**config.mk**
```make
export PLATFORM = sky130hd
export DESIGN_NAME = amd_decoder
export DESIGN_NICKNAME = d
export VERILOG_FILES = /design/src/design/amd_pkg.sv /design/src/design/amd_decoder.sv
export SDC_FILE = /design/constraint.sdc
export NUM_CORES = 1
export LEC_CHECK = 0
export BUFFER_PORTS_ARGS = -buffer_cell sky130_fd_sc_hd__clkbuf_2
export CAP_MARGIN = 20
export CORE_MARGIN = 2
export CORE_UTILIZATION = 50
export CTS_BUF_LIST = sky130_fd_sc_hd__clkbuf_8 sky130_fd_sc_hd__clkbuf_16
export DETAILED_ROUTE_END_ITERATION = 6
export PLACE_DENSITY = 0.76
export SYNTH_ARGS = -nofsm -noshare
export SYNTH_HDL_FRONTEND = slang
export SYNTH_SLANG_ARGS = --single-unit
```
**constraint.sdc**
```tcl
create_clock -name mclk -period 4.9 [get_ports mclk]
set_input_delay 0.735 -clock mclk [delete_from_list [all_inputs] [get_ports mclk]]
set_output_delay 0.735 -clock mclk [all_outputs]
set_load 0.01 [all_outputs]
```
**src/design/amd_pkg.sv**
```systemverilog
// Constants and types for the accumulator and memory-reference instruction decoder.
package amd_pkg;
	// Program counter value after reset.
	localparam logic [15:0] PC_RESET = 16'h0000;
	// Field positions inside an instruction word.
	localparam int SHIFT_LSB = 8;
	localparam int MODE_BIT = 7;
	localparam int ADDR_MSB = 6;
	localparam int BYTE_MSB = 7;
	// A word matches an opcode when its bits under the mask equal the pattern.
	localparam logic [15:0] MSK_NIBBLE = 16'hF000;
	localparam logic [15:0] MSK_TOP5 = 16'hF800;
	localparam logic [15:0] MSK_BYTE = 16'hFF00;
	localparam logic [15:0] MSK_LONG = 16'hF0FF;
	localparam logic [15:0] MSK_NORMALIZE_OP = 16'hFF0F;
	localparam logic [15:0] MSK_WORD = 16'hFFFF;
	localparam logic [15:0] PAT_SUM = 16'h0000;
	localparam logic [15:0] PAT_LOAD = 16'h2000;
	localparam logic [15:0] PAT_HSTORE = 16'h6800;
	localparam logic [15:0] PAT_LSUM = 16'hD002;
	localparam logic [15:0] PAT_LLOAD = 16'hD001;
	localparam logic [15:0] PAT_LAND = 16'hD004;
	localparam logic [15:0] PAT_LOR = 16'hD005;
	localparam logic [15:0] PAT_HSUM = 16'h4800;
	localparam logic [15:0] PAT_USUM = 16'h4900;
	localparam logic [15:0] PAT_TSUM = 16'h4A00;
	localparam logic [15:0] PAT_CSUM = 16'h4300;
	localparam logic [15:0] PAT_ABS = 16'hCE1B;
	localparam logic [15:0] PAT_NORMALIZE_OP = 16'hCE02;
	localparam logic [15:0] PAT_SLOAD = 16'hCA00;
	localparam logic [15:0] PAT_SSUM = 16'hCC00;
	// Branch, port and call class decoded only for its cycle count.
	localparam logic [15:0] PAT_MULTI = 16'hF000;
	// Extra cycles added after a multicycle instruction.
	localparam logic [1:0] MULTI_EXTRA = 2'h2;
	// Extra cycle when an external operand and an external fetch share the data lines.
	localparam logic [1:0] SHARE_EXTRA = 2'h1;

	typedef enum logic [4:0] {
		noOp,
		accSumOp,
		shiftedLoadOp,
		upperHalfStoreOp,
		longImmSumOp,
		longImmLoadOp,
		longImmConjunctionOp,
		longImmDisjunctionOp,
		upperHalfSumOp,
		unsignedLowSumOp,
		tregShiftSumOp,
		carrySumOp,
		absoluteValueOp,
		normalizeOp,
		shortImmLoadOp,
		shortImmSumOp,
		multiCycleOp,
		otherOp
	} amd_op_t;

	typedef enum logic [1:0] {
		sStart,
		sWait,
		sHold
	} amd_state_t;
endpackage : amd_pkg

```
**src/design/amd_decoder.sv**
```systemverilog
// Instruction fetch and decode for the accumulator and memory-reference group.
// Operation
// - Prefetch next word while current one executes.
// - Extra cycle when fetch and operand share lines.
// - Group is single cycle; branch class multicycle.
// - Top nibble 0000 is shifted add.
// - Top nibble 0010 is shifted load.
// - Top bits 01101 store upper half, shifted.
// - Two-word 1101 forms: add and load.
// - Two-word 1101 forms: logical AND and OR.
// - Upper byte 01001000 adds to upper half.
// - Upper byte 01001001 unsigned_low_sum_op without sign extension.
// - Upper byte 01001010 adds with register-held shift.
// - Upper byte 01000011 adds with carry.
// - Fixed word CE1B is absolute value.
// - Upper byte CE, low nibble 0010 normalizes.
// - Upper byte CA loads short immediate.
// - Upper byte CC adds short immediate.
// - Direct address is page above seven bits.
module amd_decoder #(
	parameter int PAGE_W = 9,
	parameter int SHIFT_W = 4
) (
	input wire logic mclk,
	input wire logic reset,
	output logic progRead,
	output logic [15:0] progAddr,
	input wire logic [15:0] progWord,
	input wire logic progValid,
	input wire logic progExternal,
	input wire logic operandExternal,
	input wire logic [PAGE_W-1:0] dataPage,
	input wire logic [15:0] auxRegValue,
	input wire logic [SHIFT_W-1:0] tregShift,
	output logic opValid,
	output amd_pkg::amd_op_t opCode,
	output logic [15:0] opWordAddr,
	output logic [SHIFT_W-1:0] shiftAmt,
	output logic memRef,
	output logic indirectMode,
	output logic [6:0] indirectCtrl,
	output logic [15:0] dataAddr,
	output logic [31:0] immValue,
	output logic signExtSuppress,
	output logic carryUse
);
	import amd_pkg::*;

	typedef struct packed {
		amd_state_t state;
		logic [15:0] pc;
		logic [15:0] curAddr;
		logic progRead;
		logic [15:0] progAddr;
		logic awaitImm;
		amd_op_t pendOp;
		logic [SHIFT_W-1:0] pendShift;
		logic [15:0] pendAddr;
		logic [1:0] holdCnt;
		logic opValid;
		amd_op_t opCode;
		logic [15:0] opWordAddr;
		logic [SHIFT_W-1:0] shiftAmt;
		logic memRef;
		logic indirectMode;
		logic [6:0] indirectCtrl;
		logic [15:0] dataAddr;
		logic [31:0] immValue;
		logic signExtSuppress;
		logic carryUse;
	} amd_regs_t;

	amd_regs_t r_q;
	amd_regs_t r_d;

	// Combinational decode of the returned word.
	amd_op_t decOp;
	logic decMem;
	logic decLong;
	logic [SHIFT_W-1:0] decShift;

	always_comb begin
		decOp = otherOp;
		decMem = 1'b0;
		decLong = 1'b0;
		decShift = '0;
		case (1'b1)
			((progWord & MSK_NIBBLE) == PAT_SUM): begin
				decOp = accSumOp;
				decMem = 1'b1;
				decShift = progWord[SHIFT_LSB +: SHIFT_W];
			end
			((progWord & MSK_NIBBLE) == PAT_LOAD): begin
				decOp = shiftedLoadOp;
				decMem = 1'b1;
				decShift = progWord[SHIFT_LSB +: SHIFT_W];
			end
			((progWord & MSK_TOP5) == PAT_HSTORE): begin
				decOp = upperHalfStoreOp;
				decMem = 1'b1;
				decShift = SHIFT_W'(progWord[SHIFT_LSB +: 3]);
			end
			((progWord & MSK_LONG) == PAT_LSUM): begin
				decOp = longImmSumOp;
				decLong = 1'b1;
				decShift = progWord[SHIFT_LSB +: SHIFT_W];
			end
			((progWord & MSK_LONG) == PAT_LLOAD): begin
				decOp = longImmLoadOp;
				decLong = 1'b1;
				decShift = progWord[SHIFT_LSB +: SHIFT_W];
			end
			((progWord & MSK_LONG) == PAT_LAND): begin
				decOp = longImmConjunctionOp;
				decLong = 1'b1;
				decShift = progWord[SHIFT_LSB +: SHIFT_W];
			end
			((progWord & MSK_LONG) == PAT_LOR): begin
				decOp = longImmDisjunctionOp;
				decLong = 1'b1;
				decShift = progWord[SHIFT_LSB +: SHIFT_W];
			end
			((progWord & MSK_BYTE) == PAT_HSUM): begin
				decOp = upperHalfSumOp;
				decMem = 1'b1;
			end
			((progWord & MSK_BYTE) == PAT_USUM): begin
				decOp = unsignedLowSumOp;
				decMem = 1'b1;
			end
			((progWord & MSK_BYTE) == PAT_TSUM): begin
				decOp = tregShiftSumOp;
				decMem = 1'b1;
				decShift = tregShift;
			end
			((progWord & MSK_BYTE) == PAT_CSUM): begin
				decOp = carrySumOp;
				decMem = 1'b1;
			end
			((progWord & MSK_WORD) == PAT_ABS): begin
				decOp = absoluteValueOp;
			end
			((progWord & MSK_NORMALIZE_OP) == PAT_NORMALIZE_OP): begin
				decOp = normalizeOp;
			end
			((progWord & MSK_BYTE) == PAT_SLOAD): begin
				decOp = shortImmLoadOp;
			end
			((progWord & MSK_BYTE) == PAT_SSUM): begin
				decOp = shortImmSumOp;
			end
			((progWord & MSK_NIBBLE) == PAT_MULTI): begin
				decOp = multiCycleOp;
			end
			default: begin
				decOp = otherOp;
			end
		endcase
	end

	always_comb begin
		r_d = r_q;
		r_d.opValid = 1'b0;
		case (r_q.state)
			sStart: begin
				r_d.progRead = 1'b1;
				r_d.progAddr = r_q.pc;
				r_d.curAddr = r_q.pc;
				r_d.pc = r_q.pc + 16'h0001;
				r_d.state = sWait;
			end
			sWait: begin
				if (progValid) begin
					if (r_q.awaitImm) begin
						// Second word becomes the shifted constant.
						r_d.awaitImm = 1'b0;
						r_d.opValid = 1'b1;
						r_d.opCode = r_q.pendOp;
						r_d.opWordAddr = r_q.pendAddr;
						r_d.shiftAmt = r_q.pendShift;
						r_d.memRef = 1'b0;
						r_d.indirectMode = 1'b0;
						r_d.indirectCtrl = 7'h00;
						r_d.dataAddr = 16'h0000;
						r_d.immValue = {16'h0000, progWord} << r_q.pendShift;
						r_d.signExtSuppress = 1'b0;
						r_d.carryUse = 1'b0;
					end else if (decLong) begin
						r_d.awaitImm = 1'b1;
						r_d.pendOp = decOp;
						r_d.pendShift = decShift;
						r_d.pendAddr = r_q.curAddr;
					end else begin
						r_d.opValid = 1'b1;
						r_d.opCode = decOp;
						r_d.opWordAddr = r_q.curAddr;
						r_d.shiftAmt = decShift;
						r_d.memRef = decMem;
						// Mode bit picks direct or indirect.
						r_d.indirectMode = decMem & progWord[MODE_BIT];
						r_d.indirectCtrl = progWord[ADDR_MSB:0];
						if (decMem && progWord[MODE_BIT]) begin
							r_d.dataAddr = auxRegValue;
						end else if (decMem) begin
							r_d.dataAddr = 16'({dataPage, progWord[ADDR_MSB:0]});
						end else begin
							r_d.dataAddr = 16'h0000;
						end
						if (decOp == shortImmLoadOp || decOp == shortImmSumOp) begin
							r_d.immValue = {24'h000000, progWord[BYTE_MSB:0]};
						end else begin
							r_d.immValue = 32'h00000000;
						end
						r_d.signExtSuppress = (decOp == unsignedLowSumOp);
						r_d.carryUse = (decOp == carrySumOp);
					end
					// Multicycle instructions hold the next fetch.
					if (!r_q.awaitImm && decOp == multiCycleOp) begin
						r_d.holdCnt = MULTI_EXTRA;
					// Shared data lines cost a cycle.
					end else if (!r_q.awaitImm && decMem && operandExternal && progExternal) begin
						r_d.holdCnt = SHARE_EXTRA;
					end else begin
						r_d.holdCnt = 2'h0;
					end
					if (r_d.holdCnt != 2'h0) begin
						r_d.progRead = 1'b0;
						r_d.state = sHold;
					end else begin
						// Next word requested as this one issues.
						r_d.progRead = 1'b1;
						r_d.progAddr = r_q.pc;
						r_d.curAddr = r_q.pc;
						r_d.pc = r_q.pc + 16'h0001;
					end
				end
			end
			sHold: begin
				r_d.holdCnt = r_q.holdCnt - 2'h1;
				if (r_q.holdCnt == 2'h1) begin
					r_d.progRead = 1'b1;
					r_d.progAddr = r_q.pc;
					r_d.curAddr = r_q.pc;
					r_d.pc = r_q.pc + 16'h0001;
					r_d.state = sWait;
				end
			end
			default: begin
				r_d.state = sStart;
			end
		endcase
	end

	always_ff @(posedge mclk or posedge reset) begin
		if (reset) begin
			r_q <= '{
				state: sStart,
				pc: PC_RESET,
				curAddr: PC_RESET,
				progRead: 1'b0,
				progAddr: PC_RESET,
				awaitImm: 1'b0,
				pendOp: noOp,
				pendShift: '0,
				pendAddr: 16'h0000,
				holdCnt: 2'h0,
				opValid: 1'b0,
				opCode: noOp,
				opWordAddr: 16'h0000,
				shiftAmt: '0,
				memRef: 1'b0,
				indirectMode: 1'b0,
				indirectCtrl: 7'h00,
				dataAddr: 16'h0000,
				immValue: 32'h00000000,
				signExtSuppress: 1'b0,
				carryUse: 1'b0
			};
		end else begin
			r_q <= r_d;
		end
	end

	assign progRead = r_q.progRead;
	assign progAddr = r_q.progAddr;
	assign opValid = r_q.opValid;
	assign opCode = r_q.opCode;
	assign opWordAddr = r_q.opWordAddr;
	assign shiftAmt = r_q.shiftAmt;
	assign memRef = r_q.memRef;
	assign indirectMode = r_q.indirectMode;
	assign indirectCtrl = r_q.indirectCtrl;
	assign dataAddr = r_q.dataAddr;
	assign immValue = r_q.immValue;
	assign signExtSuppress = r_q.signExtSuppress;
	assign carryUse = r_q.carryUse;
endmodule : amd_decoder

```
==> flow_summary.toml <==
[status]
status = "completed"

[timing]
skew_ns = 0.00901
slew_headroom_pct = 27.5
max_freq_mhz = 290
period_share_pct = 70.4
setup_viol = 0
timing.final.ws_setup_ns = 1.45
layout_min_cycle_time_ns = 3.45
fin_tns_setup_ns = 0
finalHoldViolCount = 0
rsz0062_at_grt = "false"
hold_slack_ns = 0.202
maxSlewViolCount = 0
tightestPinTransition_ns = 1.09

[route]
routedWlPerCell_microns = 17.4
drt_iter0_drc = 526
wirelength_mm = 19.6
ant_nets = 0
dr.pass1.iters = 5
vias_per_cell = 5.59
drc = 0
vias = 6309

[critical_path]
path_max_fanout = 29
worstPathRequired_ns = 5.24
r2r_slack_ns = 1.82
worstPathArrival_ns = 3.79
critPathKind = "input port to flip-flop"
slowest_delay_ns = 0.61
start_kind = "input port"
end_kind = "flip-flop"
worstPathCellList = "clkbuf_2 > or4b_1 > or4_1 > a31oi_1 > nand2b_1 > o311a_1 > o21a_1 > buf_4 > and4_4 > xor2_1"
crit_slowest_cell = "or4b_1"
path_delay_family = "simple AND/OR/NAND/NOR gates"
path_buf_inv = 2

[yosys]
synth_area_leader_cell = "dfrtp_1"
synth_fp_nets = 924
yosys-top-cells-area = "dfrtp_1 46%, buf_4 9.2%, nand2_1 8.2%"
async_flop_share_pct = 100
ys_seq_area_share_pct = 46.3
syn_avg_cell_area_sq_um = 9.12
yosys_most_used_dff = "dfrtp_1"
ys_warn_count = 0
synthCells = 872
synth_cell_types = 63
yosysTopAreaCellShare_pct = 46.3
synthesis.area_sq_mm = 0.00795
ys_ff_latch = 147
synth_edf_count = 0

[power]
seqPwrFrac_pct = 44.4
power.density_mw_per_mm2 = 373
internal_power_mw = 2.35
power_frac_clock_pct = 39.7
irDropWorstVdd_mv = 0.291
p_sw_share_pct = 28.1
p_sw_uw = 918
p_leak_nw = 4.26
p_comb_share_pct = 15.9

[worst_hold_path]
hp-class = "input port to async pin"

[floorplanning]
die_w_microns = 130
initial_utilization_pct = 50.6
io_pins = 152
fp.dieH_microns = 130
core_area_sq_mm = 0.0157
dieArea_sq_mm = 0.0169
rows = 46

[placed_design]
dp_hpwl_mm = 13.5
place_congestion = 0.873
numPortBuffers = 150
pre_cts_ws_ns = 1.06

[cts]
cts_tree = "built"
ctsLongestPathBuffers = 2
clkTransAtPathRegs_ns = 0.06
numCtsBuffers = 17
cts-root-buf = "clkbuf_16"
cts_max_level = 4
cts_sinks = 147
cts_setup_buffers = 0
ctsHoldBuffers = 0
cts_resized = 0
worstSkewPairLatency_ns = 0.42

[global_routing]
grt_pass1_wl_mm = 31.7
antenna_found_initial = 0
track_usage_pct = 24.1
grt_start_max_net_pins = 110
first_global_vias = 6081
grt_overflow = 0

[final_layout]
layout_commonest_cell = "nand2_1"
final_cell_mix = "173 x nand2_1, 150 x clkbuf_2, 147 x dfrtp_1"
drive_gt1_share_pct = 22.8
area_growth_pct = 10.2
final_util_pct = 55.8
fin_nets = 953

[job]
cap_viol_max_count = 0
==> worst reg2reg max path, cell delays in order, from the launching register on <==
cell and delay, ns:
dfrtp_1 0.46, nand3b_1 0.82, nor2_1 1.12, buf_4 0.37
a22oi_1 0.09, o21ai_0 0.13
==> flip-flops by register name, indices dropped and copies added, names as in the netlist <==
name and count:
immValue 31, r_q 62, signExtSuppress 1, dataAddr 16, opValid 1, shiftAmt 4, opWordAddr 16, indirectMode 1
indirectCtrl 7, opCode 5, carryUse 1, memRef 1, progRead 1
==> cells by family (layout without fill, tap and decap cells) <==
kind of cell | Yosys count | in the layout | synth area share, %
flip-flops | 147 | 147 | 46.3
adder cells (fa/ha/maj) | 2 | 2 | 0.315
multiplexers | 43 | 43 | 5.52
buffers and inverters | 164 | 204 | 12.5
AO/OA/AOI/OAI | 202 | 202 | 16.8
AND/OR/NAND/NOR | 299 | 299 | 17.0
XOR/XNOR | 14 | 14 | 1.54
other | 1 | 2 | 0.0472
==> power by group through the flow <==
stage	logic [mW]	clock network, mW	registers (mW)
after global routing	0.586	1.38	1.47
after detailed placement	0.525	0	1.47
after CTS	0.529	1.32	1.45
after floorplan	0.465	0	1.43
after global placement	0.517	0	1.47
final	0.522	1.30	1.45
==> final timing paths <==
| path | from | to | cells after the start |
|---|---|---|---|
| hold reg to reg | immValue[25]$_DFFE_PP0P_ | immValue[25]$_DFFE_PP0P_ | 2 |
| max in group asynchronous | reset | immValue[12]$_DFFE_PP0P_ | 4 |
| min in group mclk | immValue[25]$_DFFE_PP0P_ | immValue[25]$_DFFE_PP0P_ | 2 |
| setup reg to reg | r_q[163]$_DFFE_PP0P_ | opWordAddr[14]$_DFFE_PP0P_ | 5 |
| hold / removal | reset | dataAddr[13]$_DFFE_PP0P_ | 2 |
| setup / recovery | progWord[7] | r_q[160]$_DFFE_PP0P_ | 10 |
==> area by class of cell <==
| type | count | area, sq um |
|---|---|---|
| tap | 216 | 270 |
| timing repair buffer | 163 | 881 |
| inverter | 11 | 46.3 |
| clock inverter | 11 | 138 |
| fill | 1434 | 6950 |
| multi-input combinational | 561 | 3290 |
| sequential | 147 | 3680 |
| clock buffer | 19 | 453 |
| antenna | 1 | 2.50 |
==> cells in the mapped netlist, drive strengths merged (3+ instances only) <==
| cell type | instances |
|---|---|
| a21oi | 28 |
| a221o | 4 |
| a221oi | 3 |
| a22o | 11 |
| a22oi | 43 |
| a31oi | 4 |
| and2 | 4 |
| and3 | 6 |
| and4 | 3 |
| buf | 105 |
| clkbuf | 48 |
| dfrtp | 147 |
| inv | 10 |
| mux2 | 7 |
| mux2i | 36 |
| nand2 | 173 |
| nand2b | 6 |
| nand3 | 25 |
| nand3b | 4 |
| nand4 | 11 |
| nor2 | 33 |
| nor2b | 4 |
| nor3 | 10 |
| nor3b | 5 |
| o21a | 6 |
| o21ai | 71 |
| o31ai | 10 |
| or3 | 6 |
| xnor2 | 13 |
==> per-layer routing <==
layer,up-vias,global-route usage [%],part of all wire [%]
met5,-,0,0
met4,0,7.27,1.7
met3,28,6.27,6.9
met2,222,40.5,49
met1,3046,30.6,42
li1,3013,-,-
==> stage by stage <==
step,cell area (sq um),instances,power (mW)
6_report,8760,1129,3.27
5_1_grt,8760,1128,3.44
4_1_cts,8730,1127,3.30
3_5_place_dp,8140,1097,1.99
3_3_place_gp,8140,1097,1.98
2_1_floorplan,7950,872,1.89
Note: power is estimated with default switching activity, not from simulation.
